<file path="src/design/tbsl_params.svh">
`ifndef TBSL_PARAMS_SVH
`define TBSL_PARAMS_SVH

`define TBSL_ADDR_CTRL      12'h000
`define TBSL_ADDR_STATUS    12'h004
`define TBSL_ADDR_RXWORD    12'h008

`define TBSL_CTRL_RESET     32'h0000_0079
`define TBSL_CTRL_EDGE      0
`define TBSL_CTRL_SYNC_A    1
`define TBSL_CTRL_SYNC_B    2
`define TBSL_CTRL_DEN       3
`define TBSL_CTRL_TX_WAKE   4
`define TBSL_CTRL_RX_WAKE   5
`define TBSL_CTRL_RX_OE     6
`define TBSL_CTRL_STB_POL   7

`define TBSL_STAT_TX_READY  0
`define TBSL_STAT_TX_SYNC   1
`define TBSL_STAT_REF_LOCK  2
`define TBSL_STAT_RX_LOCK   3
`define TBSL_STAT_IGNORE    4
`define TBSL_STAT_CNT_LSB   16

`define TBSL_INIT_WORDS     1024
`define TBSL_SYNC_MIN       1024
`define TBSL_SYNC_IGNORE    5
`define TBSL_REF_EDGES      64
`define TBSL_LOCK_FRAMES    8
`define TBSL_LOSS_CYCLES    64
`define TBSL_STB_CYCLES     2
`define TBSL_FRAME_CYCLES   6

`define TBSL_SYNC_FRAME     12'h03F
`define TBSL_SYNC_WORD      10'h01F

`endif

</file>
<file path="src/design/tbsl_pkg.sv">
package tbsl_pkg;

   typedef struct packed {
      logic       stb_pol;
      logic       rx_oe;
      logic       rx_wake;
      logic       tx_wake;
      logic       line_driver_enable;
      logic       sync_b;
      logic       sync_a;
      logic       edge_sel;
   } tbsl_ctrl_t;

   typedef struct packed {
      logic [3:0] cnt;
      logic       prev;
      logic [9:0] data;
      logic       done;
      logic       bad;
   } tbsl_rx_t;

   typedef enum logic [3:0] {
      RX_DOWN   = 4'b0001,
      RX_REF    = 4'b0010,
      RX_HUNT   = 4'b0100,
      RX_LOCKED = 4'b1000
   } tbsl_rx_state_t;

endpackage

</file>
<file path="src/design/tbsl_top.sv">
// Local design decisions: the register addresses and register access over APB.
`timescale 1ns/1ns
`default_nettype none
`include "tbsl_params.svh"

module tbsl_top
   import tbsl_pkg::*;
#(
   parameter int INIT_WORDS  = `TBSL_INIT_WORDS,
   parameter int SYNC_MIN    = `TBSL_SYNC_MIN,
   parameter int SYNC_IGNORE = `TBSL_SYNC_IGNORE,
   parameter int REF_EDGES   = `TBSL_REF_EDGES,
   parameter int LOCK_FRAMES = `TBSL_LOCK_FRAMES,
   parameter int LOSS_CYCLES = `TBSL_LOSS_CYCLES
) (
   input  wire logic        core_clk_i,
   input  wire logic        reset_i,
   input  wire logic        psel_i,
   input  wire logic        penable_i,
   input  wire logic        pwrite_i,
   input  wire logic [11:0] paddr_i,
   input  wire logic [31:0] pwdata_i,
   output var  logic [31:0] prdata_o,
   output var  logic        pready_o,
   output var  logic        pslverr_o,
   input  wire logic        tx_word_clock_i,
   input  wire logic [9:0]  parallel_input_word_i,
   output var  logic [1:0]  serial_pos_o,
   output var  logic [1:0]  serial_neg_o,
   output var  logic        serial_oe_o,
   input  wire logic        local_reference_clock_i,
   input  wire logic [1:0]  serial_in_i,
   output var  logic [9:0]  parallel_output_word_o,
   output var  logic        word_strobe_o,
   output var  logic        rx_data_oe_o,
   output var  logic        lock_n_o,
   output var  logic        lock_oe_o
);

   generate
      if (INIT_WORDS < 1 || INIT_WORDS > 2047 || SYNC_MIN < 1
          || SYNC_MIN > 2047 || SYNC_IGNORE < 1 || SYNC_IGNORE > 7
          || REF_EDGES < 1 || REF_EDGES > 255 || LOCK_FRAMES < 1
          || LOCK_FRAMES > 15 || LOSS_CYCLES < 16
          || LOSS_CYCLES > 255) begin : g_bad_param
         $error("tbsl_top: parameter out of supported range");
      end
   endgenerate

   localparam logic [10:0] INIT_W  = 11'(INIT_WORDS);
   localparam logic [10:0] SMIN_W  = 11'(SYNC_MIN);
   localparam logic [2:0]  IGN_W   = 3'(SYNC_IGNORE);
   localparam logic [7:0]  REF_W   = 8'(REF_EDGES);
   localparam logic [3:0]  LOCK_W  = 4'(LOCK_FRAMES);
   localparam logic [7:0]  LOSS_W  = 8'(LOSS_CYCLES);
   localparam logic [1:0]  STB_W   = 2'(`TBSL_STB_CYCLES);
   localparam logic [2:0]  FRAME_W = 3'(`TBSL_FRAME_CYCLES);

   // Per-bit receive step; applied twice a cycle for the bit pair
   function automatic tbsl_rx_t rx_step(input tbsl_rx_t s,
                                         input logic b);
      tbsl_rx_t r;
      r = s;
      r.done = 1'b0;
      r.bad = 1'b0;
      r.prev = b;
      if (s.cnt == 4'd0) begin
         if (!s.prev && b) begin
            r.cnt = 4'd1;
         end
      end else if (s.cnt <= 4'd10) begin
         r.data = {b, s.data[9:1]};
         r.cnt = s.cnt + 4'd1;
      end else begin
         r.cnt = 4'd0;
         r.done = !b;
         r.bad = b;
      end
      return r;
   endfunction

   // Two-flop synchronisers for every pin from outside the clock
   localparam int NSYNC = 14;
   logic [NSYNC-1:0] pin_raw;
   logic [NSYNC-1:0] pin_s1_r;
   logic [NSYNC-1:0] pin_s2_r;
   assign pin_raw = {serial_in_i, local_reference_clock_i,
                     tx_word_clock_i, parallel_input_word_i};

   genvar gi;
   generate
      for (gi = 0; gi < NSYNC; gi++) begin : g_sync
         always_ff @(posedge core_clk_i) begin
            if (reset_i) begin
               pin_s1_r[gi] <= 1'b0;
               pin_s2_r[gi] <= 1'b0;
            end else begin
               pin_s1_r[gi] <= pin_raw[gi];
               pin_s2_r[gi] <= pin_s1_r[gi];
            end
         end
      end
   endgenerate

   wire logic [9:0] din_s    = pin_s2_r[9:0];
   wire logic       wclk_s   = pin_s2_r[10];
   wire logic       rclk_s   = pin_s2_r[11];
   wire logic [1:0] ser_in_s = pin_s2_r[13:12];

   logic wclk_d_r;
   logic rclk_d_r;
   always_ff @(posedge core_clk_i) begin
      if (reset_i) begin
         wclk_d_r <= 1'b0;
         rclk_d_r <= 1'b0;
      end else begin
         wclk_d_r <= wclk_s;
         rclk_d_r <= rclk_s;
      end
   end
   wire logic wclk_rise = wclk_s & ~wclk_d_r;
   wire logic wclk_fall = ~wclk_s & wclk_d_r;
   wire logic rclk_rise = rclk_s & ~rclk_d_r;

   // APB slave: zero wait, answer registered from the setup cycle
   tbsl_ctrl_t  ctrl_r;
   logic [31:0] status_w;
   logic [9:0]  rx_last_r;
   wire logic   hit_ctrl = paddr_i == `TBSL_ADDR_CTRL;
   wire logic   hit_stat = paddr_i == `TBSL_ADDR_STATUS;
   wire logic   hit_word = paddr_i == `TBSL_ADDR_RXWORD;
   wire logic   hit_any  = hit_ctrl | hit_stat | hit_word;
   wire logic   setup    = psel_i & ~penable_i;
   wire logic   wr_ctrl  = psel_i & penable_i & pready_o & pwrite_i
                           & hit_ctrl;
   wire logic [31:0] rd_mux = hit_ctrl ? {24'h00_0000, ctrl_r} :
                              hit_stat ? status_w :
                              hit_word ? {22'h00_0000, rx_last_r} :
                              32'h0000_0000;

   always_ff @(posedge core_clk_i) begin
      if (reset_i) begin
         pready_o  <= 1'b0;
         pslverr_o <= 1'b0;
         prdata_o  <= 32'h0000_0000;
         ctrl_r    <= tbsl_ctrl_t'(`TBSL_CTRL_RESET);
      end else begin
         pready_o  <= setup;
         pslverr_o <= setup & ~hit_any;
         prdata_o  <= (setup & ~pwrite_i) ? rd_mux : 32'h0000_0000;
         if (wr_ctrl) begin
            ctrl_r <= tbsl_ctrl_t'(pwdata_i[7:0]);
         end
      end
   end

   // Serializer
   logic [10:0] init_cnt_r;
   logic [2:0]  hold_cnt_r;
   logic [10:0] sent_cnt_r;
   logic        sync_act_r;
   logic [11:0] tx_sh_r;
   logic [2:0]  busy_cnt_r;
   wire logic sync_req  = ctrl_r.sync_a | ctrl_r.sync_b;
   wire logic tx_ready  = init_cnt_r == 11'd0;
   wire logic ignore_in = hold_cnt_r >= IGN_W;
   wire logic cap_edge  = ctrl_r.edge_sel ? wclk_rise : wclk_fall;
   wire logic send_sync = sync_req
                          | (sync_act_r & (sent_cnt_r < SMIN_W));
   // Edge switch mid-frame drops a word rather than cut a frame
   wire logic tx_idle   = busy_cnt_r == 3'd0;
   wire logic launch    = cap_edge & tx_ready & ctrl_r.tx_wake
                          & tx_idle;
   // Start bit in bit 0, stop bit on top, sent low bits first
   wire logic [11:0] data_frame = {1'b0, din_s, 1'b1};
   wire logic [11:0] next_frame = send_sync ? `TBSL_SYNC_FRAME
                                            : data_frame;
   wire logic line_on = ctrl_r.line_driver_enable & ctrl_r.tx_wake & tx_ready;

   always_ff @(posedge core_clk_i) begin
      if (reset_i) begin
         init_cnt_r <= INIT_W;
         hold_cnt_r <= 3'd0;
         sent_cnt_r <= 11'd0;
         sync_act_r <= 1'b0;
         tx_sh_r    <= 12'h000;
         busy_cnt_r <= 3'd0;
      end else if (!ctrl_r.tx_wake) begin
         // Sleep: clock loop stopped, reinit on wake
         init_cnt_r <= INIT_W;
         hold_cnt_r <= 3'd0;
         sent_cnt_r <= 11'd0;
         sync_act_r <= 1'b0;
         tx_sh_r    <= 12'h000;
         busy_cnt_r <= 3'd0;
      end else begin
         if (wclk_rise && !tx_ready) begin
            init_cnt_r <= init_cnt_r - 11'd1;
         end
         if (!sync_req) begin
            hold_cnt_r <= 3'd0;
         end else if (wclk_rise && !ignore_in) begin
            hold_cnt_r <= hold_cnt_r + 3'd1;
         end
         if (launch) begin
            // Fresh frame each word cycle; gap bits idle low
            tx_sh_r    <= next_frame;
            busy_cnt_r <= FRAME_W;
            sync_act_r <= send_sync;
            if (!send_sync) begin
               sent_cnt_r <= 11'd0;
            end else if (sent_cnt_r < SMIN_W) begin
               sent_cnt_r <= sent_cnt_r + 11'd1;
            end
         end else begin
            tx_sh_r <= {2'b00, tx_sh_r[11:2]};
            if (!tx_idle) begin
               busy_cnt_r <= busy_cnt_r - 3'd1;
            end
         end
      end
   end

   // Line driver: two bits per core clock, bit 0 earlier in time
   always_ff @(posedge core_clk_i) begin
      if (reset_i) begin
         serial_pos_o <= 2'b00;
         serial_neg_o <= 2'b11;
         serial_oe_o  <= 1'b0;
      end else begin
         serial_pos_o <= tx_sh_r[1:0];
         serial_neg_o <= ~tx_sh_r[1:0];
         serial_oe_o  <= line_on;
      end
   end

   // Deserializer
   tbsl_rx_state_t rx_st_r;
   tbsl_rx_state_t rx_st_nxt;
   tbsl_rx_t       rx_r;
   tbsl_rx_t       rx_mid;
   tbsl_rx_t       rx_fin;
   logic [7:0]     ref_cnt_r;
   logic [3:0]     good_cnt_r;
   logic [7:0]     gap_cnt_r;
   logic [1:0]     stb_cnt_r;

   assign rx_mid = rx_step(rx_r, ser_in_s[0]);
   assign rx_fin = rx_step(rx_mid, ser_in_s[1]);
   wire logic rx_done = rx_mid.done | rx_fin.done;
   wire logic rx_bad  = rx_mid.bad | rx_fin.bad;
   wire logic is_sync = rx_fin.data == `TBSL_SYNC_WORD;
   wire logic rx_down = ~ctrl_r.rx_wake & ~ctrl_r.rx_oe;
   wire logic gap_out = gap_cnt_r >= LOSS_W;
   wire logic locked  = rx_st_r == RX_LOCKED;

   always_comb begin
      rx_st_nxt = rx_st_r;
      unique case (rx_st_r)
         RX_DOWN: begin
            rx_st_nxt = RX_REF;
         end
         RX_REF: begin
            if (ref_cnt_r >= REF_W) begin
               rx_st_nxt = RX_HUNT;
            end
         end
         RX_HUNT: begin
            if (rx_done && is_sync && good_cnt_r + 4'd1 >= LOCK_W) begin
               rx_st_nxt = RX_LOCKED;
            end
         end
         RX_LOCKED: begin
            if (rx_bad || gap_out) begin
               rx_st_nxt = RX_HUNT;
            end
         end
         default: begin
            rx_st_nxt = RX_DOWN;
         end
      endcase
      if (rx_down) begin
         rx_st_nxt = RX_DOWN;
      end
   end

   always_ff @(posedge core_clk_i) begin
      if (reset_i) begin
         rx_st_r    <= RX_DOWN;
         rx_r       <= '0;
         ref_cnt_r  <= 8'd0;
         good_cnt_r <= 4'd0;
         gap_cnt_r  <= 8'd0;
      end else begin
         rx_st_r <= rx_st_nxt;
         rx_r    <= rx_fin;
         if (rx_st_r != RX_REF) begin
            ref_cnt_r <= 8'd0;
         end else if (rclk_rise) begin
            ref_cnt_r <= ref_cnt_r + 8'd1;
         end
         if (rx_st_r != RX_HUNT || rx_bad || (rx_done && !is_sync)) begin
            good_cnt_r <= 4'd0;
         end else if (rx_done) begin
            good_cnt_r <= good_cnt_r + 4'd1;
         end
         if (rx_done || !locked) begin
            gap_cnt_r <= 8'd0;
         end else if (!gap_out) begin
            gap_cnt_r <= gap_cnt_r + 8'd1;
         end
      end
   end

   // Receiver outputs; word moves only while locked
   wire logic new_word = locked & rx_done & (rx_st_nxt == RX_LOCKED);
   wire logic stb_raw  = stb_cnt_r != 2'd0;

   always_ff @(posedge core_clk_i) begin
      if (reset_i) begin
         parallel_output_word_o <= 10'h000;
         rx_last_r              <= 10'h000;
         stb_cnt_r              <= 2'd0;
         word_strobe_o          <= 1'b0;
         rx_data_oe_o           <= 1'b0;
         lock_n_o               <= 1'b1;
         lock_oe_o              <= 1'b0;
      end else begin
         if (new_word) begin
            parallel_output_word_o <= rx_fin.data;
            rx_last_r              <= rx_fin.data;
         end
         if (new_word) begin
            stb_cnt_r <= STB_W;
         end else if (stb_raw) begin
            stb_cnt_r <= stb_cnt_r - 2'd1;
         end
         // Polarity low inverts so the active edge falls
         word_strobe_o <= stb_raw ^ ~ctrl_r.stb_pol;
         rx_data_oe_o  <= ctrl_r.rx_oe & (rx_st_nxt == RX_LOCKED);
         lock_n_o      <= rx_st_nxt != RX_LOCKED;
         lock_oe_o     <= ctrl_r.rx_oe;
      end
   end

   always_comb begin
      status_w = 32'h0000_0000;
      status_w[`TBSL_STAT_TX_READY] = tx_ready;
      status_w[`TBSL_STAT_TX_SYNC]  = sync_act_r;
      status_w[`TBSL_STAT_REF_LOCK] = rx_st_r[2] | rx_st_r[3];
      status_w[`TBSL_STAT_RX_LOCK]  = locked;
      status_w[`TBSL_STAT_IGNORE]   = ignore_in;
      status_w[`TBSL_STAT_CNT_LSB +: 11] = sent_cnt_r;
   end

endmodule

`default_nettype wire

</file>
<file path="config.mk">
export PLATFORM = sky130hd
export DESIGN_NAME = tbsl_top
export DESIGN_NICKNAME = d
export VERILOG_FILES = /design/src/design/tbsl_pkg.sv /design/src/design/tbsl_top.sv
export VERILOG_INCLUDE_DIRS = /design/src /design/src/design
export SDC_FILE = /design/constraint.sdc
export NUM_CORES = 1
export LEC_CHECK = 0
export ABC_AREA = 1
export ABC_CLOCK_PERIOD_IN_PS = 6150
export BUFFER_PORTS_ARGS = -buffer_cell sky130_fd_sc_hd__buf_2
export CORE_ASPECT_RATIO = 2
export CORE_MARGIN = 8
export CORE_UTILIZATION = 55
export CTS_BUF_LIST = sky130_fd_sc_hd__clkbuf_4 sky130_fd_sc_hd__clkbuf_8
export DETAILED_ROUTE_END_ITERATION = 16
export PLACE_DENSITY = 0.9
export SYNTH_ARGS = -nofsm -noshare
export SYNTH_HDL_FRONTEND = slang
export SYNTH_SLANG_ARGS = --single-unit
export TNS_END_PERCENT = 50
</file>
<file path="constraint.sdc">
create_clock -name core_clk_i -period 6.15 [get_ports core_clk_i]
set_input_delay 0.9225 -clock core_clk_i [delete_from_list [all_inputs] [get_ports core_clk_i]]
set_output_delay 0.9225 -clock core_clk_i [all_outputs]
set_load 0.01 [all_outputs]
</file>
After elaboration in Yosys (flattened, before gate mapping)
Index checks and enable logic that the tools add are counted.
{"block": "totals", "register_bits": 173, "in_bits": 63, "output_inout_bits": 53, "elab_cells": 211}
{"block": "classes", "add_sub_neg": 10, "magnitude_cmp": 7, "eq_ne": 13, "mux": 29, "n_bitwise": 43, "reduce_logical": 39}
{"cell": "$mux W10", "n": 5}
{"cell": "$mux W4", "n": 10}
{"cell": "$mux W27", "n": 1}
{"cell": "$mux W12", "n": 2}
{"cell": "$mux W11", "n": 2}
{"cell": "$and A1 B1 Y1", "n": 20}
{"cell": "$add A8 B1 Y8 const B", "n": 2}
{"cell": "$ge A8 B7 Y1 const B", "n": 2}
{"cell": "$pmux W4 S4", "n": 1}
{"cell": "$not A1 Y1", "n": 14}
{"cell": "$add A4 B1 Y4 const B", "n": 3}
{"cell": "$eq A12 B3 Y1 const B", "n": 1}
{"cell": "$eq A12 B4 Y1 const B", "n": 1}
{"cell": "$logic_not A12 Y1", "n": 1}
{"cell": "$reduce_or A2 Y1", "n": 6}
{"cell": "$reduce_or A3 Y1", "n": 4}
{"cell": "$add A11 B1 Y11 const B", "n": 1}
{"cell": "$logic_not A11 Y1", "n": 1}
{"cell": "$lt A11 B11 Y1 const B", "n": 1}
{"cell": "$sub A11 B1 Y11 const B", "n": 1}
{"cell": "$eq A10 B5 Y1 const B", "n": 1}
{"cell": "$eq A4 B4 Y1 const B", "n": 2}
{"cell": "$le A4 B4 Y1 const B", "n": 2}
{"cell": "$logic_not A4 Y1", "n": 2}
{"cell": "other kinds (27)", "n": 55}

Depth between registers and ports, before layout
Gate-level depths: netlist (run 1).
{"block": "logic_depth", "ltp_word": 16, "ltp_mapped": 28, "mapped_depth_nobuf": 25}

Least setup slack after synthesis (run 1)
No wires, ideal clock.
{"block": "synth_path", "kind": "reg-to-reg", "start": "register rx_r[13] in the netlist's numbering", "end": "register stb_cnt_r[0]", "setup_ns": 0.116, "t_arrival_ns": 2.908, "setup_slack_ns": 3.127, "path_stages_with_launch": 26, "n_path_buf": 3, "period_less_slack_ns": 3.023, "cell_sequence": "dfxtp_1 inv_1 ha_1 inv_1 nand2_1 nand2_1 nand2_2 nand2_4 buf_4 o21a_1 ha_1 inv_1 nand4_1 nand2_2 nand2_8 nand2_8 buf_12 nand2_1 o21ai_2 nand2_2 nor2_2 nand4_2 nand2_4 nand2_4 buf_6 and3_1"}
{"block": "synth_via", "elab_chain_len": 15, "word_cells_on_any_way": 28, "cone_classes": "add/sub (1); order compare (2); eq/ne (2); mux (13); bitwise (4); reduce/logical (6)"}
{"element": "from (decl)", "line_no": "tbsl_top.sv:240", "rtl": "tbsl_rx_t rx_r;"}
{"element": "from (signal assigned)", "line_no": "tbsl_top.sv:296", "rtl": "rx_r <= rx_fin;"}
{"element": "$add A4 B1 Y4 / $le A4 B4 Y1 (equally long branches)", "line_no": "tbsl_top.sv:73, tbsl_top.sv:71"}
{"element": "$mux W4", "line_no": "tbsl_top.sv:71", "rtl": "end else if (s.cnt <= 4'd10) begin"}
{"element": "$mux W4", "line_no": "tbsl_top.sv:67", "rtl": "if (s.cnt == 4'd0) begin"}
{"element": "$le A4 B4 Y1", "line_no": "tbsl_top.sv:71"}
{"element": "$mux W10 / $mux W2 (equally long branches)", "line_no": "tbsl_top.sv:71"}
{"element": "$mux W12", "line_no": "tbsl_top.sv:67"}
{"element": "$eq A10 B5 Y1 (no line) / $or A1 B1 Y1 (equally long branches)"}
{"element": "$logic_and A1 B1 Y1 (2 in a row)", "line_no": "tbsl_top.sv:269", "rtl": "if (rx_done && is_sync && good_cnt_r + 4'd1 >= LOCK_W) begin"}
{"element": "$mux W4", "line_no": "tbsl_top.sv:269"}
{"element": "$pmux W4 S4", "line_no": "tbsl_top.sv:259", "rtl": "unique case (rx_st_r)"}
{"element": "$mux W4", "line_no": "tbsl_top.sv:282", "rtl": "if (rx_down) begin"}
{"element": "$eq A4 B4 Y1", "line_no": "tbsl_top.sv:316", "rtl": "wire logic new_word = locked & rx_done & (rx_st_nxt == RX_LOCKED);"}
{"element": "$and A1 B1 Y1 *", "line_no": "tbsl_top.sv:316"}
{"element": "$reduce_or A2 Y1 (no line) *"}
{"element": "to (signal assigned)", "line_no": "tbsl_top.sv:336", "rtl": "stb_cnt_r <= stb_cnt_r - 2'd1;"}
{"element": "to (decl)", "line_no": "tbsl_top.sv:246", "rtl": "logic [1:0] stb_cnt_r;"}
Every way passes the cells marked *; elsewhere a longest branch is shown, timed or not.
A chain may end at the register's enable or synchronous reset.

Final worst setup path (run 1)
{"block": "layout_path", "start": "input port reset_i", "end": "register sent_cnt_r[6]"}
{"block": "layout_via", "elab_chain_len": 1}
{"element": "from (decl)", "line_no": "tbsl_top.sv:17", "rtl": "input wire logic reset_i,"}
{"element": "$reduce_or A2 Y1 (no line)"}
{"element": "to (signal assigned)", "line_no": "tbsl_top.sv:213", "rtl": "sent_cnt_r <= sent_cnt_r + 11'd1;"}
{"element": "to (decl)", "line_no": "tbsl_top.sv:160", "rtl": "logic [10:0] sent_cnt_r;"}
Every way passes these cells.

==> results of run 1 <==
[cells by family after synthesis]
logic type,count (synthesis)
mux,2
compound gates,108
other cells,1
xor+xnor,12
flops,161
simple gates,366
fa+ha+maj,15
buf+inv,180
[stage by stage]
stage          area, µm²  cells
2_1_floorplan       6690    855
3_3_place_gp        7120   1058
3_5_place_dp        7120   1058
4_1_cts             7530   1090
5_1_grt             7530   1090
6_report            7530   1090
[sequential cells by signal, summed over array words and instances (netlist names), 3 cells and up]
register / flops
ctrl_r: 8
good_cnt_r: 4
pin_s1_r: 14
rx_st_r: 4
data_frame: 10
gap_cnt_r: 8
prdata_o: 21
busy_cnt_r: 3
tx_sh_r: 11
rx_r: 15
hold_cnt_r: 3
ref_cnt_r: 8
rx_last_r: 10
init_cnt_r: 11
sent_cnt_r: 11
[layer usage]
metal | vias to the layer above | GRT usage, % | wire, µm
met5 | - | 0 | 0
met4 | 0 | 7.23 | 252
met3 | 22 | 4.94 | 1040
met2 | 180 | 31.3 | 6870
met1 | 2544 | 20.3 | 5840
li1 | 2816 | - | -
[synth_stat cells, types with 3 or more instances]
library cell | count | area share [%]
o211ai_1 | 5 | 0.56
dfxtp_1 | 161 | 48
o21ai_0 | 22 | 1.7
ha_1 | 15 | 2.8
inv_1 | 152 | 8.6
nor4_1 | 6 | 0.56
a21oi_1 | 48 | 3.6
nor3b_1 | 5 | 0.56
nand3_1 | 30 | 2.3
nor2_1 | 134 | 7.6
xnor2_1 | 6 | 0.79
buf_4 | 13 | 1.5
nand4_1 | 9 | 0.85
inv_2 | 3 | 0.17
o221a_2 | 5 | 0.85
a221oi_1 | 4 | 0.53
o21ai_2 | 4 | 0.53
nor2_2 | 5 | 0.47
buf_1 | 5 | 0.28
xor2_1 | 6 | 0.79
nor3_1 | 19 | 1.4
o21a_1 | 3 | 0.34
clkbuf_1 | 5 | 0.28
a211oi_1 | 4 | 0.45
and3_1 | 4 | 0.38
nand2_4 | 4 | 0.68
or2_2 | 6 | 0.56
nand2_1 | 123 | 6.9
nand2_2 | 10 | 0.94
[path summary, 6_finish.rpt]
kind                           start  slack (ns)                         end  cells after the start
max                          reset_i        2.68  sent_cnt_r[6]$_SDFFE_PP0P_                      8
min          pin_s1_r[12]$_SDFF_PP0_        0.40     pin_s2_r[12]$_SDFF_PP0_                      2
max reg2reg      rx_r[14]$_SDFF_PP0_        2.75   rx_last_r[9]$_SDFFE_PP0P_                     19
min reg2reg  pin_s1_r[12]$_SDFF_PP0_        0.40     pin_s2_r[12]$_SDFF_PP0_                      2
[worst max-delay path, delay by kind of cell]
family	cells	cell delay (ns)
AOI/OAI and AO/OA	2	0.34
buffers and inverters	4	1.66
and+or+nand+nor	2	0.92
[where the power goes]
group	switching [mW]	total, mW	internal (mW)
registers	0.0320	1.14	1.11
logic	0.561	0.840	0.279
clock network	0.409	0.793	0.384
total	1.00	2.77	1.77
[layout make-up]
| class | instances | area (µm²) | area share, % |
|---|---|---|---|
| clock inverter | 14 | 166 | 2.21 |
| timing repair buffer | 81 | 408 | 5.42 |
| tap | 147 | 184 | 2.44 |
| inverter | 155 | 582 | 7.73 |
| clock buffer | 18 | 248 | 3.29 |
| multi-input combinational | 514 | 2720 | 36.1 |
| sequential | 161 | 3220 | 42.8 |
==> results.txt, run 1 <==
Outcome: complete, no violations
Clock sinks: 161
Critical path type: primary input to flop
Tcrit/Tclk final: 56.4%
Routability congestion estimate: 0.832
Post-layout utilization of the core: 62.9%
Die Area: 16100 µm²
Dpl hpwl: 10200 µm
Final TNS setup: 0 ns
Vias in the first global route: 5488
# H-tree levels: 4
Clk_lat worst skew: 0.46 ns
Critical Path Source Type: primary input
Area Growth Syn to Fin: 13.2%
Fmax: 289 MHz
Total GRT Usage: 18.1%
CP max-delay cell: inv_1
Largest family of logic cells by synthesized area: simple AND/OR/NAND/NOR gates
FFs w/ async S/R, synth: 0%
Reg clk slew, reported paths: 0.09 ns
Row count: 57
Diode count: 0
Max-Cap Viols: 0
Die W: 93.8 µm
Starting DRT DRC Count: 340
Tot Pwr: 2.77 mW
Root buffer cell: clkbuf_8
Worst Slack Setup Final: 2.68 ns
Relative slew slack: 41.6%
PD cells: 368 nW/µm²
Crit path DAT: 3.87 ns
Final number of setup-violating endpoints: 0
Register area share after synthesis: 48.4%
Initial Util: 55.5%
Layout Nets: 1008
Post-Route Skew: 0.0124 ns
DRC: 0
Hold_buf cts: 0
Post-place setup slack: 2.24 ns
Router iterations before antenna repair: 5
Synth unique cells: 51
Post-DRT Antenna Nets: 0
Post-CTS setup buffer count: 0
Area fraction in compound gates after synthesis: 10.1%
Synthesized cell area: 6650 µm²
Post-synthesis mux area share: 0.301%
Critical path fanouts, max: 50
FF+latch count, synth: 161
Worst hold path type: flop to flop
Core Region: 12000 µm²
Via density: 5.10
I/O pins: 116
Wire length of the first global-routing pass: 23800 µm
Synth Area in Adders: 2.82%
Slew @ Worst Pin: 0.876 ns
Largest net degree at the start of global routing: 51
Final Slew Violations: 0
Avg WL per Cell: 12.8 µm
CTS Buf Count: 17
Commonest non-fill, non-tap cell in the layout: dfxtp_1
Most frequent cells in the layout: dfxtp_1 (161), inv_1 (152), nor2_1 (134)
Initial antenna violation count: 0
CTS Buffer Depth: 2
Synth Area per Inst: 7.87 µm²
CP Data Required Time: 6.55 ns
Leakage: 3.44 nW
Die Ht: 172 µm
Cells after synthesis: 845
Hold WS: 0.397 ns
Worst-case vdd ir drop: 0.276 mV
Setup crit end kind: flop
Post-Route WL: 14000 µm
# fillers: 977
Critical path's largest stage delay: 0.72 ns
Simple-Gate Fraction of Synth Area: 25.4%
Minimum clock period: 3.47 ns
Yosys warns: 0
CTS tree: done
GRT Residual Overflow: 0
Post-CTS sizing: 0
Final Hold Vio Count: 0
Via Count: 5562
IO buf count: 80
Main synth FF type: dfxtp_1
EDFF count, synth: 0
RSZ-0062 raised after global routing: false
XOR/XNOR share of the synthesized area: 1.58%
Sequence of cells on the critical path: buf_2, buf_4, inv_1, nand2_1, inv_1, nand2_1, o21bai_1, a21oi_1
Proportion of layout cells with a drive suffix above 1: 17.1%
Power figures use the tool's default switching activity.
==> inputs of run 2 (changes only) <==
--- a/config.mk
+++ b/config.mk
@@ -7,7 +7,7 @@
 export NUM_CORES = 1
 export LEC_CHECK = 0
 export ABC_AREA = 1
-export ABC_CLOCK_PERIOD_IN_PS = 6150
+export ABC_CLOCK_PERIOD_IN_PS = 3400
 export BUFFER_PORTS_ARGS = -buffer_cell sky130_fd_sc_hd__buf_2
 export CORE_ASPECT_RATIO = 2
 export CORE_MARGIN = 8
==> constraint.sdc (replaced) <==
create_clock -name core_clk_i -period 3.4 [get_ports core_clk_i]
set_input_delay 0.51 -clock core_clk_i [delete_from_list [all_inputs] [get_ports core_clk_i]]
set_output_delay 0.51 -clock core_clk_i [all_outputs]
set_load 0.01 [all_outputs]
==> results.txt, run 2 (synthesis gave the netlist of run 1 again) <==
Final TNS setup: 0 ns (unchanged)
Most flops, register: prdata_o (unchanged)
Outcome: complete, no violations (unchanged)
DRC: 0 (unchanged)
Worst hold path depth: 2 (unchanged)
Relative slew slack: 52.0% (was 41.6%)
Starting DRT DRC Count: 290 (was 340)
Routability congestion estimate: 0.872 (was 0.832)
Max reg flops: 21 (unchanged)
RSZ-0062 raised after global routing: false (unchanged)
Wire length of the first global-routing pass: 24200 µm (was 23800 µm)
R2r worst-path depth: 22 (was 19)
Met2 Use GR: 31.8% (was 31.3%)
Minimum clock period: 3.09 ns
I/O pins: 116 (unchanged)
Leakage: 3.47 nW (was 3.44 nW)
Proportion of layout cells with a drive suffix above 1: 18.0% (was 17.1%)
Core Region: 12000 µm² (unchanged)
Root buffer cell: clkbuf_8 (unchanged)
Area Growth Syn to Fin: 14.2% (was 13.2%)
Slew @ Worst Pin: 0.713 ns (was 0.876 ns)
Final Hold Vio Count: 0 (unchanged)
Worst-case vdd ir drop: 0.531 mV (was 0.276 mV)
Final Slew Violations: 0 (unchanged)
Diode count: 0 (unchanged)
CTS tree: done (unchanged)
Largest net degree at the start of global routing: 49 (was 51)
Die Ht: 172 µm (unchanged)
CTS Buffer Depth: 2 (unchanged)
Biggest regs: prdata_o (21), rx_r (15), pin_s1_r (14) (unchanged)
CP Data Required Time: 3.79 ns (was 6.55 ns)
Hold WS: 0.245 ns (was 0.397 ns)
Row count: 57 (unchanged)
GRT Residual Overflow: 0 (unchanged)
Dpl hpwl: 10600 µm (was 10200 µm)
Setup crit end kind: flop (unchanged)
Max-Cap Viols: 0 (unchanged)
Post-DRT Antenna Nets: 0 (unchanged)
IO buf count: 80 (unchanged)
M3 GR Usage: 6.34% (was 4.94%)
Worst reg-to-reg setup slack: 0.31 ns (was 2.75 ns)
Layout Nets: 1014 (was 1008)
Total GRT Usage: 18.6% (was 18.1%)
Critical Path Source Type: flop (was primary input)
Initial antenna violation count: 0 (unchanged)
Crit path DAT: 3.48 ns (was 3.87 ns)
Router iterations before antenna repair: 7 (was 5)
Via Count: 5620 (was 5562)
DP Cell Count: 1063 (was 1058)
Met1 Resource Use GR: 20.3% (about the same)
Commonest non-fill, non-tap cell in the layout: dfxtp_1 (unchanged)
Vias in the first global route: 5563 (was 5488)
Critical path fanouts, max: 14 (was 50)
Tcrit/Tclk final: 90.9%
Reg clk slew, reported paths: 0.08 ns (was 0.09 ns)
PD cells: 671 nW/µm² (was 368 nW/µm²)
Clk_lat worst skew: 0.46 ns (about the same)
Initial Util: 55.5% (unchanged)
Die W: 93.8 µm (unchanged)
Post-Layout Cell Count: 1096 (was 1090)
Critical path type: flop to flop (was primary input to flop)
Via density: 5.13 (was 5.10)
Die Area: 16100 µm² (unchanged)
Clock sinks: 161 (unchanged)
Post-layout utilization of the core: 63.4% (was 62.9%)
GR peak layer: met2 (unchanged)
Final number of setup-violating endpoints: 0 (unchanged)
Post-Route Skew: 0.0137 ns (was 0.0124 ns)
CTS Buf Count: 17 (unchanged)
# fillers: 958 (was 977)
Avg WL per Cell: 13.3 µm (was 12.8 µm)
Worst hold path type: primary input to flop (was flop to flop)
# H-tree levels: 4 (unchanged)
Fmax: 323 MHz
Most frequent cells in the layout: dfxtp_1 (159), inv_1 (151), nor2_1 (134) (was dfxtp_1 (161), inv_1 (152), nor2_1 (134))
Post-Route WL: 14600 µm (was 14000 µm)
==> run 2: cell types whose count changed in the layout (fill, tap and decap cells not counted), sizes merged <==
cell	delta
inv	-2
buf	+6
clkinvlp	+2
==> run 2: worst max-delay path, stage by stage, from the launching register on <==
cell and delay (ns):
dfxtp_2 0.35, inv_1 0.10, ha_1 0.17, inv_1 0.04, nand2_1 0.05, nand2_1 0.08, nand2_2 0.16, nand2_4 0.06
o21a_1 0.20, ha_1 0.20, inv_1 0.05, nand4_1 0.12, nand2_2 0.13, nand2_8 0.09, o21ai_2 0.16, inv_1 0.16
nor2_1 0.24, nand4_2 0.16, nand2_4 0.16, nand2_4 0.11, nand2_1 0.09, nand2_1 0.05, nor2_1 0.11
==> run 2: final cells by class <==
class / count / area (µm²) / share of cell area [%]
repair buffers: 87 / 465 / 6.12
inverters: 155 / 582 / 7.65
well taps: 147 / 184 / 2.42
clock buffers: 18 / 248 / 3.26
multi-input cells: 514 / 2730 / 35.9
flip-flops and latches: 161 / 3230 / 42.4
clock inverters: 14 / 171 / 2.26
==> run 2: what timing repair did <==
item / in CTS / in global routing
endpoints found under the setup margin: 0 / 16
buffers inserted: 0 / 1
gates resized for setup: 0 / 6
hold buffers: 0 / 0
==> run 2: through the flow <==
stage	total power [mW]	worst slack [ns]	instance area [µm²]
2_1_floorplan	3.41	0.377	6690
3_3_place_gp	3.54	0.401	7150
3_5_place_dp	3.65	0.259	7150
4_1_cts	5.08	0.209	7570
5_1_grt	5.42	0.0604	7600
6_report	5.10	0.308	7600
==> run 2: routing by layer <==
metal  part of all wire (%)  vias to the layer above  wire, µm
met5                      0                        -         0
li1                       -                     2819         -
met2                     49                      197      7110
met1                     41                     2571      5940
met3                    7.7                       33      1120
met4                    2.6                        0       381
==> run 2: power by group <==
part	total, mW	internal [mW]	switching (mW)
logic	1.61	0.526	1.08
clock network	1.44	0.694	0.742
registers	2.06	2.00	0.0573
==> run 2: path summary, 6_finish.rpt <==
path / to / startpoint
max reg2reg: rx_last_r[6]$_SDFFE_PP0P_ / rx_r[13]$_SDFF_PP0_
min reg2reg: wclk_s$_SDFF_PP0_ / pin_s1_r[10]$_SDFF_PP0_
min: pready_o$_SDFF_PP0_ / penable_i
max: rx_last_r[6]$_SDFFE_PP0P_ / rx_r[13]$_SDFF_PP0_
==> inputs of run 3 (changes only) <==
--- a/config.mk
+++ b/config.mk
@@ -7,14 +7,14 @@
 export NUM_CORES = 1
 export LEC_CHECK = 0
 export ABC_AREA = 1
-export ABC_CLOCK_PERIOD_IN_PS = 3400
+export ABC_CLOCK_PERIOD_IN_PS = 2760
 export BUFFER_PORTS_ARGS = -buffer_cell sky130_fd_sc_hd__buf_2
 export CORE_ASPECT_RATIO = 2
 export CORE_MARGIN = 8
-export CORE_UTILIZATION = 55
+export CORE_UTILIZATION = 52
 export CTS_BUF_LIST = sky130_fd_sc_hd__clkbuf_4 sky130_fd_sc_hd__clkbuf_8
 export DETAILED_ROUTE_END_ITERATION = 16
-export PLACE_DENSITY = 0.9
+export PLACE_DENSITY = 0.89
 export SYNTH_ARGS = -nofsm -noshare
 export SYNTH_HDL_FRONTEND = slang
 export SYNTH_SLANG_ARGS = --single-unit
==> constraint.sdc (replaced) <==
create_clock -name core_clk_i -period 2.76 [get_ports core_clk_i]
set_input_delay 0.414 -clock core_clk_i [delete_from_list [all_inputs] [get_ports core_clk_i]]
set_output_delay 0.414 -clock core_clk_i [all_outputs]
set_load 0.01 [all_outputs]
==> results.txt, run 3 (synthesis gave the netlist of run 1 again) <==
Slew @ Worst Pin: 0.639 ns (was 0.713 ns)
Tot Pwr: 7.80 mW (was 5.10 mW)
Switching pwr: 2.93 mW (was 1.88 mW)
IO buf count: 80 (unchanged)
RSZ-0062 raised after global routing: true (was false)
Sequence of cells on the critical path: inv_4, ha_4, inv_2, nand2_2, nand2_2, nand2_4, buf_4, buf_4, buf_4, nand4_1, nand2_2, nand2_8, nand2_8, nand2_1, o21ai_1, inv_1, nand2_2, nor2_4, nand4_2, nand2_4, buf_12, nand3_2, nand2_1, nor2_1 (was inv_1, ha_1, inv_1, nand2_1, nand2_1, nand2_2, nand2_4, o21a_1, ha_1, inv_1, nand4_1, nand2_2, nand2_8, o21ai_2, inv_1, nor2_1, nand4_2, nand2_4, nand2_4, nand2_1, nand2_1, nor2_1)
Via Count: 5984 (was 5620)
Initial antenna violation count: 0 (unchanged)
Die Ht: 176 µm (was 172 µm)
Worst-case vdd ir drop: 0.817 mV (was 0.531 mV)
Critical Path Source Type: flop (unchanged)
Hold_sp: penable_i (unchanged)
Worst R2R Start: rx_r[13]$_SDFF_PP0_ (unchanged)
Routability congestion estimate: 0.865 (was 0.872)
Critical path's largest stage delay: 0.36 ns (was 0.35 ns)
Avg WL per Cell: 15.0 µm (was 13.3 µm)
Post-place setup slack: -0.145 ns (was 0.259 ns)
Final number of setup-violating endpoints: 15 (was 0)
Core Region: 12600 µm² (was 12000 µm²)
Total GRT Usage: 20.3% (was 18.6%)
Router iterations before antenna repair: 5 (was 7)
Biggest regs: prdata_o (21), rx_r (15), pin_s1_r (14) (unchanged)
CTS Buffer Depth: 2 (unchanged)
DRC: 0 (unchanged)
Worst hold path type: primary input to flop (unchanged)
Area of the multi-input gates: 2940 µm² (was 2730 µm²)
GR peak layer: met2 (unchanged)
Comb pwr share: 44.2% (was 31.5%)
Met2 Use GR: 38.1% (was 31.8%)
Max reg flops: 21 (unchanged)
# H-tree levels: 4 (unchanged)
Commonest non-fill, non-tap cell in the layout: dfxtp_1 (unchanged)
Crit path from: rx_r[13]$_SDFF_PP0_ (unchanged)
Max-Cap Viols: 0 (unchanged)
Met1 Resource Use GR: 18.0% (was 20.3%)
Violated checks: negative setup slack
Row count: 58 (was 57)
Reg clk slew, reported paths: 0.09 ns (was 0.08 ns)
FF/Latch Area: 3230 µm² (about the same)
Post-Layout Cell Count: 1145 (was 1096)
Cell Int Power: 4.87 mW (was 3.22 mW)
Top cell by count, worst path: nand2_2
Most flops, register: prdata_o (unchanged)
Leakage: 3.72 nW (was 3.47 nW)
Final Hold Vio Count: 0 (unchanged)
I/O pins: 116 (unchanged)
GRT Residual Overflow: 0 (unchanged)
Die Area: 16900 µm² (was 16100 µm²)
# fillers: 978 (was 958)
CP Data Required Time: 3.12 ns (was 3.79 ns)
Post-layout utilization of the core: 65.0% (was 63.4%)
Post-Route Skew: 0.0122 ns (was 0.0137 ns)
Critical path fanouts, max: 8 (was 14)
Crit path DAT: 3.23 ns (was 3.48 ns)
Starting DRT DRC Count: 317 (was 290)
PD cells: 955 nW/µm² (was 671 nW/µm²)
Outcome: complete, but fails checks (was complete, no violations)
Worst reg-to-reg setup slack: -0.11 ns (was 0.31 ns)
Root buffer cell: clkbuf_8 (unchanged)
CP max-delay cell: dfxtp_2 (unchanged)
Seq pwr share: 32.6% (was 40.3%)
Initial Util: 53.0% (was 55.5%)
Layout Nets: 1060 (was 1014)
CTS tree: done (unchanged)
Via density: 5.23 (was 5.13)
M3 GR Usage: 4.85% (was 6.34%)
Die W: 96.0 µm (was 93.8 µm)
Post-DRT Antenna Nets: 0 (unchanged)
Clk_lat worst skew: 0.47 ns (was 0.46 ns)
Proportion of layout cells with a drive suffix above 1: 24.5% (was 18.0%)
Sw Share: 37.6% (was 36.9%)
Clock power share: 23.2% (was 28.1%)
Most frequent cells in the layout: dfxtp_1 (159), inv_1 (148), nor2_1 (131) (was dfxtp_1 (159), inv_1 (151), nor2_1 (134))
Worst Slack Setup Final: -0.107 ns (was 0.308 ns)
Tcrit/Tclk final: 104% (was 90.9%)
Clock sinks: 161 (unchanged)
Largest net degree at the start of global routing: 39 (was 49)
Relative slew slack: 57.0% (was 52.0%)
Post-Route WL: 17200 µm (was 14600 µm)
Diode count: 0 (unchanged)
Area Growth Syn to Fin: 22.7% (was 14.2%)
Minimum clock period: 2.87 ns (was 3.09 ns)
DP Cell Count: 1092 (was 1063)
Wire length of the first global-routing pass: 26800 µm (was 24200 µm)
Vias in the first global route: 5896 (was 5563)
Setup crit end kind: flop (unchanged)
Dpl hpwl: 11900 µm (was 10600 µm)
Fmax: 349 MHz (was 323 MHz)
CTS Buf Count: 17 (unchanged)
Critical path type: flop to flop (unchanged)
Final Slew Violations: 0 (unchanged)
[run 3: path summary, 6_finish.rpt]
kind / endpoint / cells after the start
setup reg to reg: rx_last_r[2]$_SDFFE_PP0P_ / 24
hold / removal: pready_o$_SDFF_PP0_ / 2
hold reg to reg: pin_s2_r[13]$_SDFF_PP0_ / 2
setup / recovery: rx_last_r[2]$_SDFFE_PP0P_ / 24
[run 3: through the flow]
stage                     TNS (ns)  hold WS (ns)  area [µm²]
after global routing         -4.56         0.125        8170
final                        -1.02         0.129        8170
after CTS                   -0.608         0.120        7970
after detailed placement     -2.03         0.393        7370
after floorplan              -1.79         0.370        6700
after global placement      -0.873         0.390        7370
[run 3: repair_timing]
item,4_1_cts,5_1_grt
hold buffers,0,0
gates cloned,1,1
pin swaps,18,17
endpoints found under the hold margin,0,0
gates resized for setup,19,31
buffers inserted,13,6
endpoints found under the setup margin,19,23
[run 3: power by group through the flow]
stage | Combinational, mW | Clock [mW] | Sequential, mW
6_report | 3.45 | 1.81 | 2.54
5_1_grt | 3.68 | 1.92 | 2.55
4_1_cts | 2.85 | 1.82 | 2.53
3_5_place_dp | 2.43 | 0 | 2.58
3_3_place_gp | 2.35 | 0 | 2.58
2_1_floorplan | 1.65 | 0 | 2.57
[run 3: critical path, delay by kind of cell (launching register included)]
family                     cells  cell delay (ns)
and+or+nand+nor               15             1.38
DFF                            1             0.36
AOI/OAI and AO/OA              1             0.08
buffers and inverters          7             0.80
adders and majority gates      1             0.15
[run 3: routing by layer]
metal  part of all wire (%)  up-vias
li1                       -     2920
met1                     34     2808
met2                     56      191
met3                    4.9       65
met4                    5.2        0
met5                      0        -
[run 3: layout make-up]
cell class	instances	share of cell area [%]
Clock buffer	18	3.03
Sequential cell	161	39.5
Multi-Input combinational cell	516	36.0
Clock inverter	14	2.07
Inverter	155	7.16
Timing Repair Buffer	131	9.88
Tap cell	150	2.30
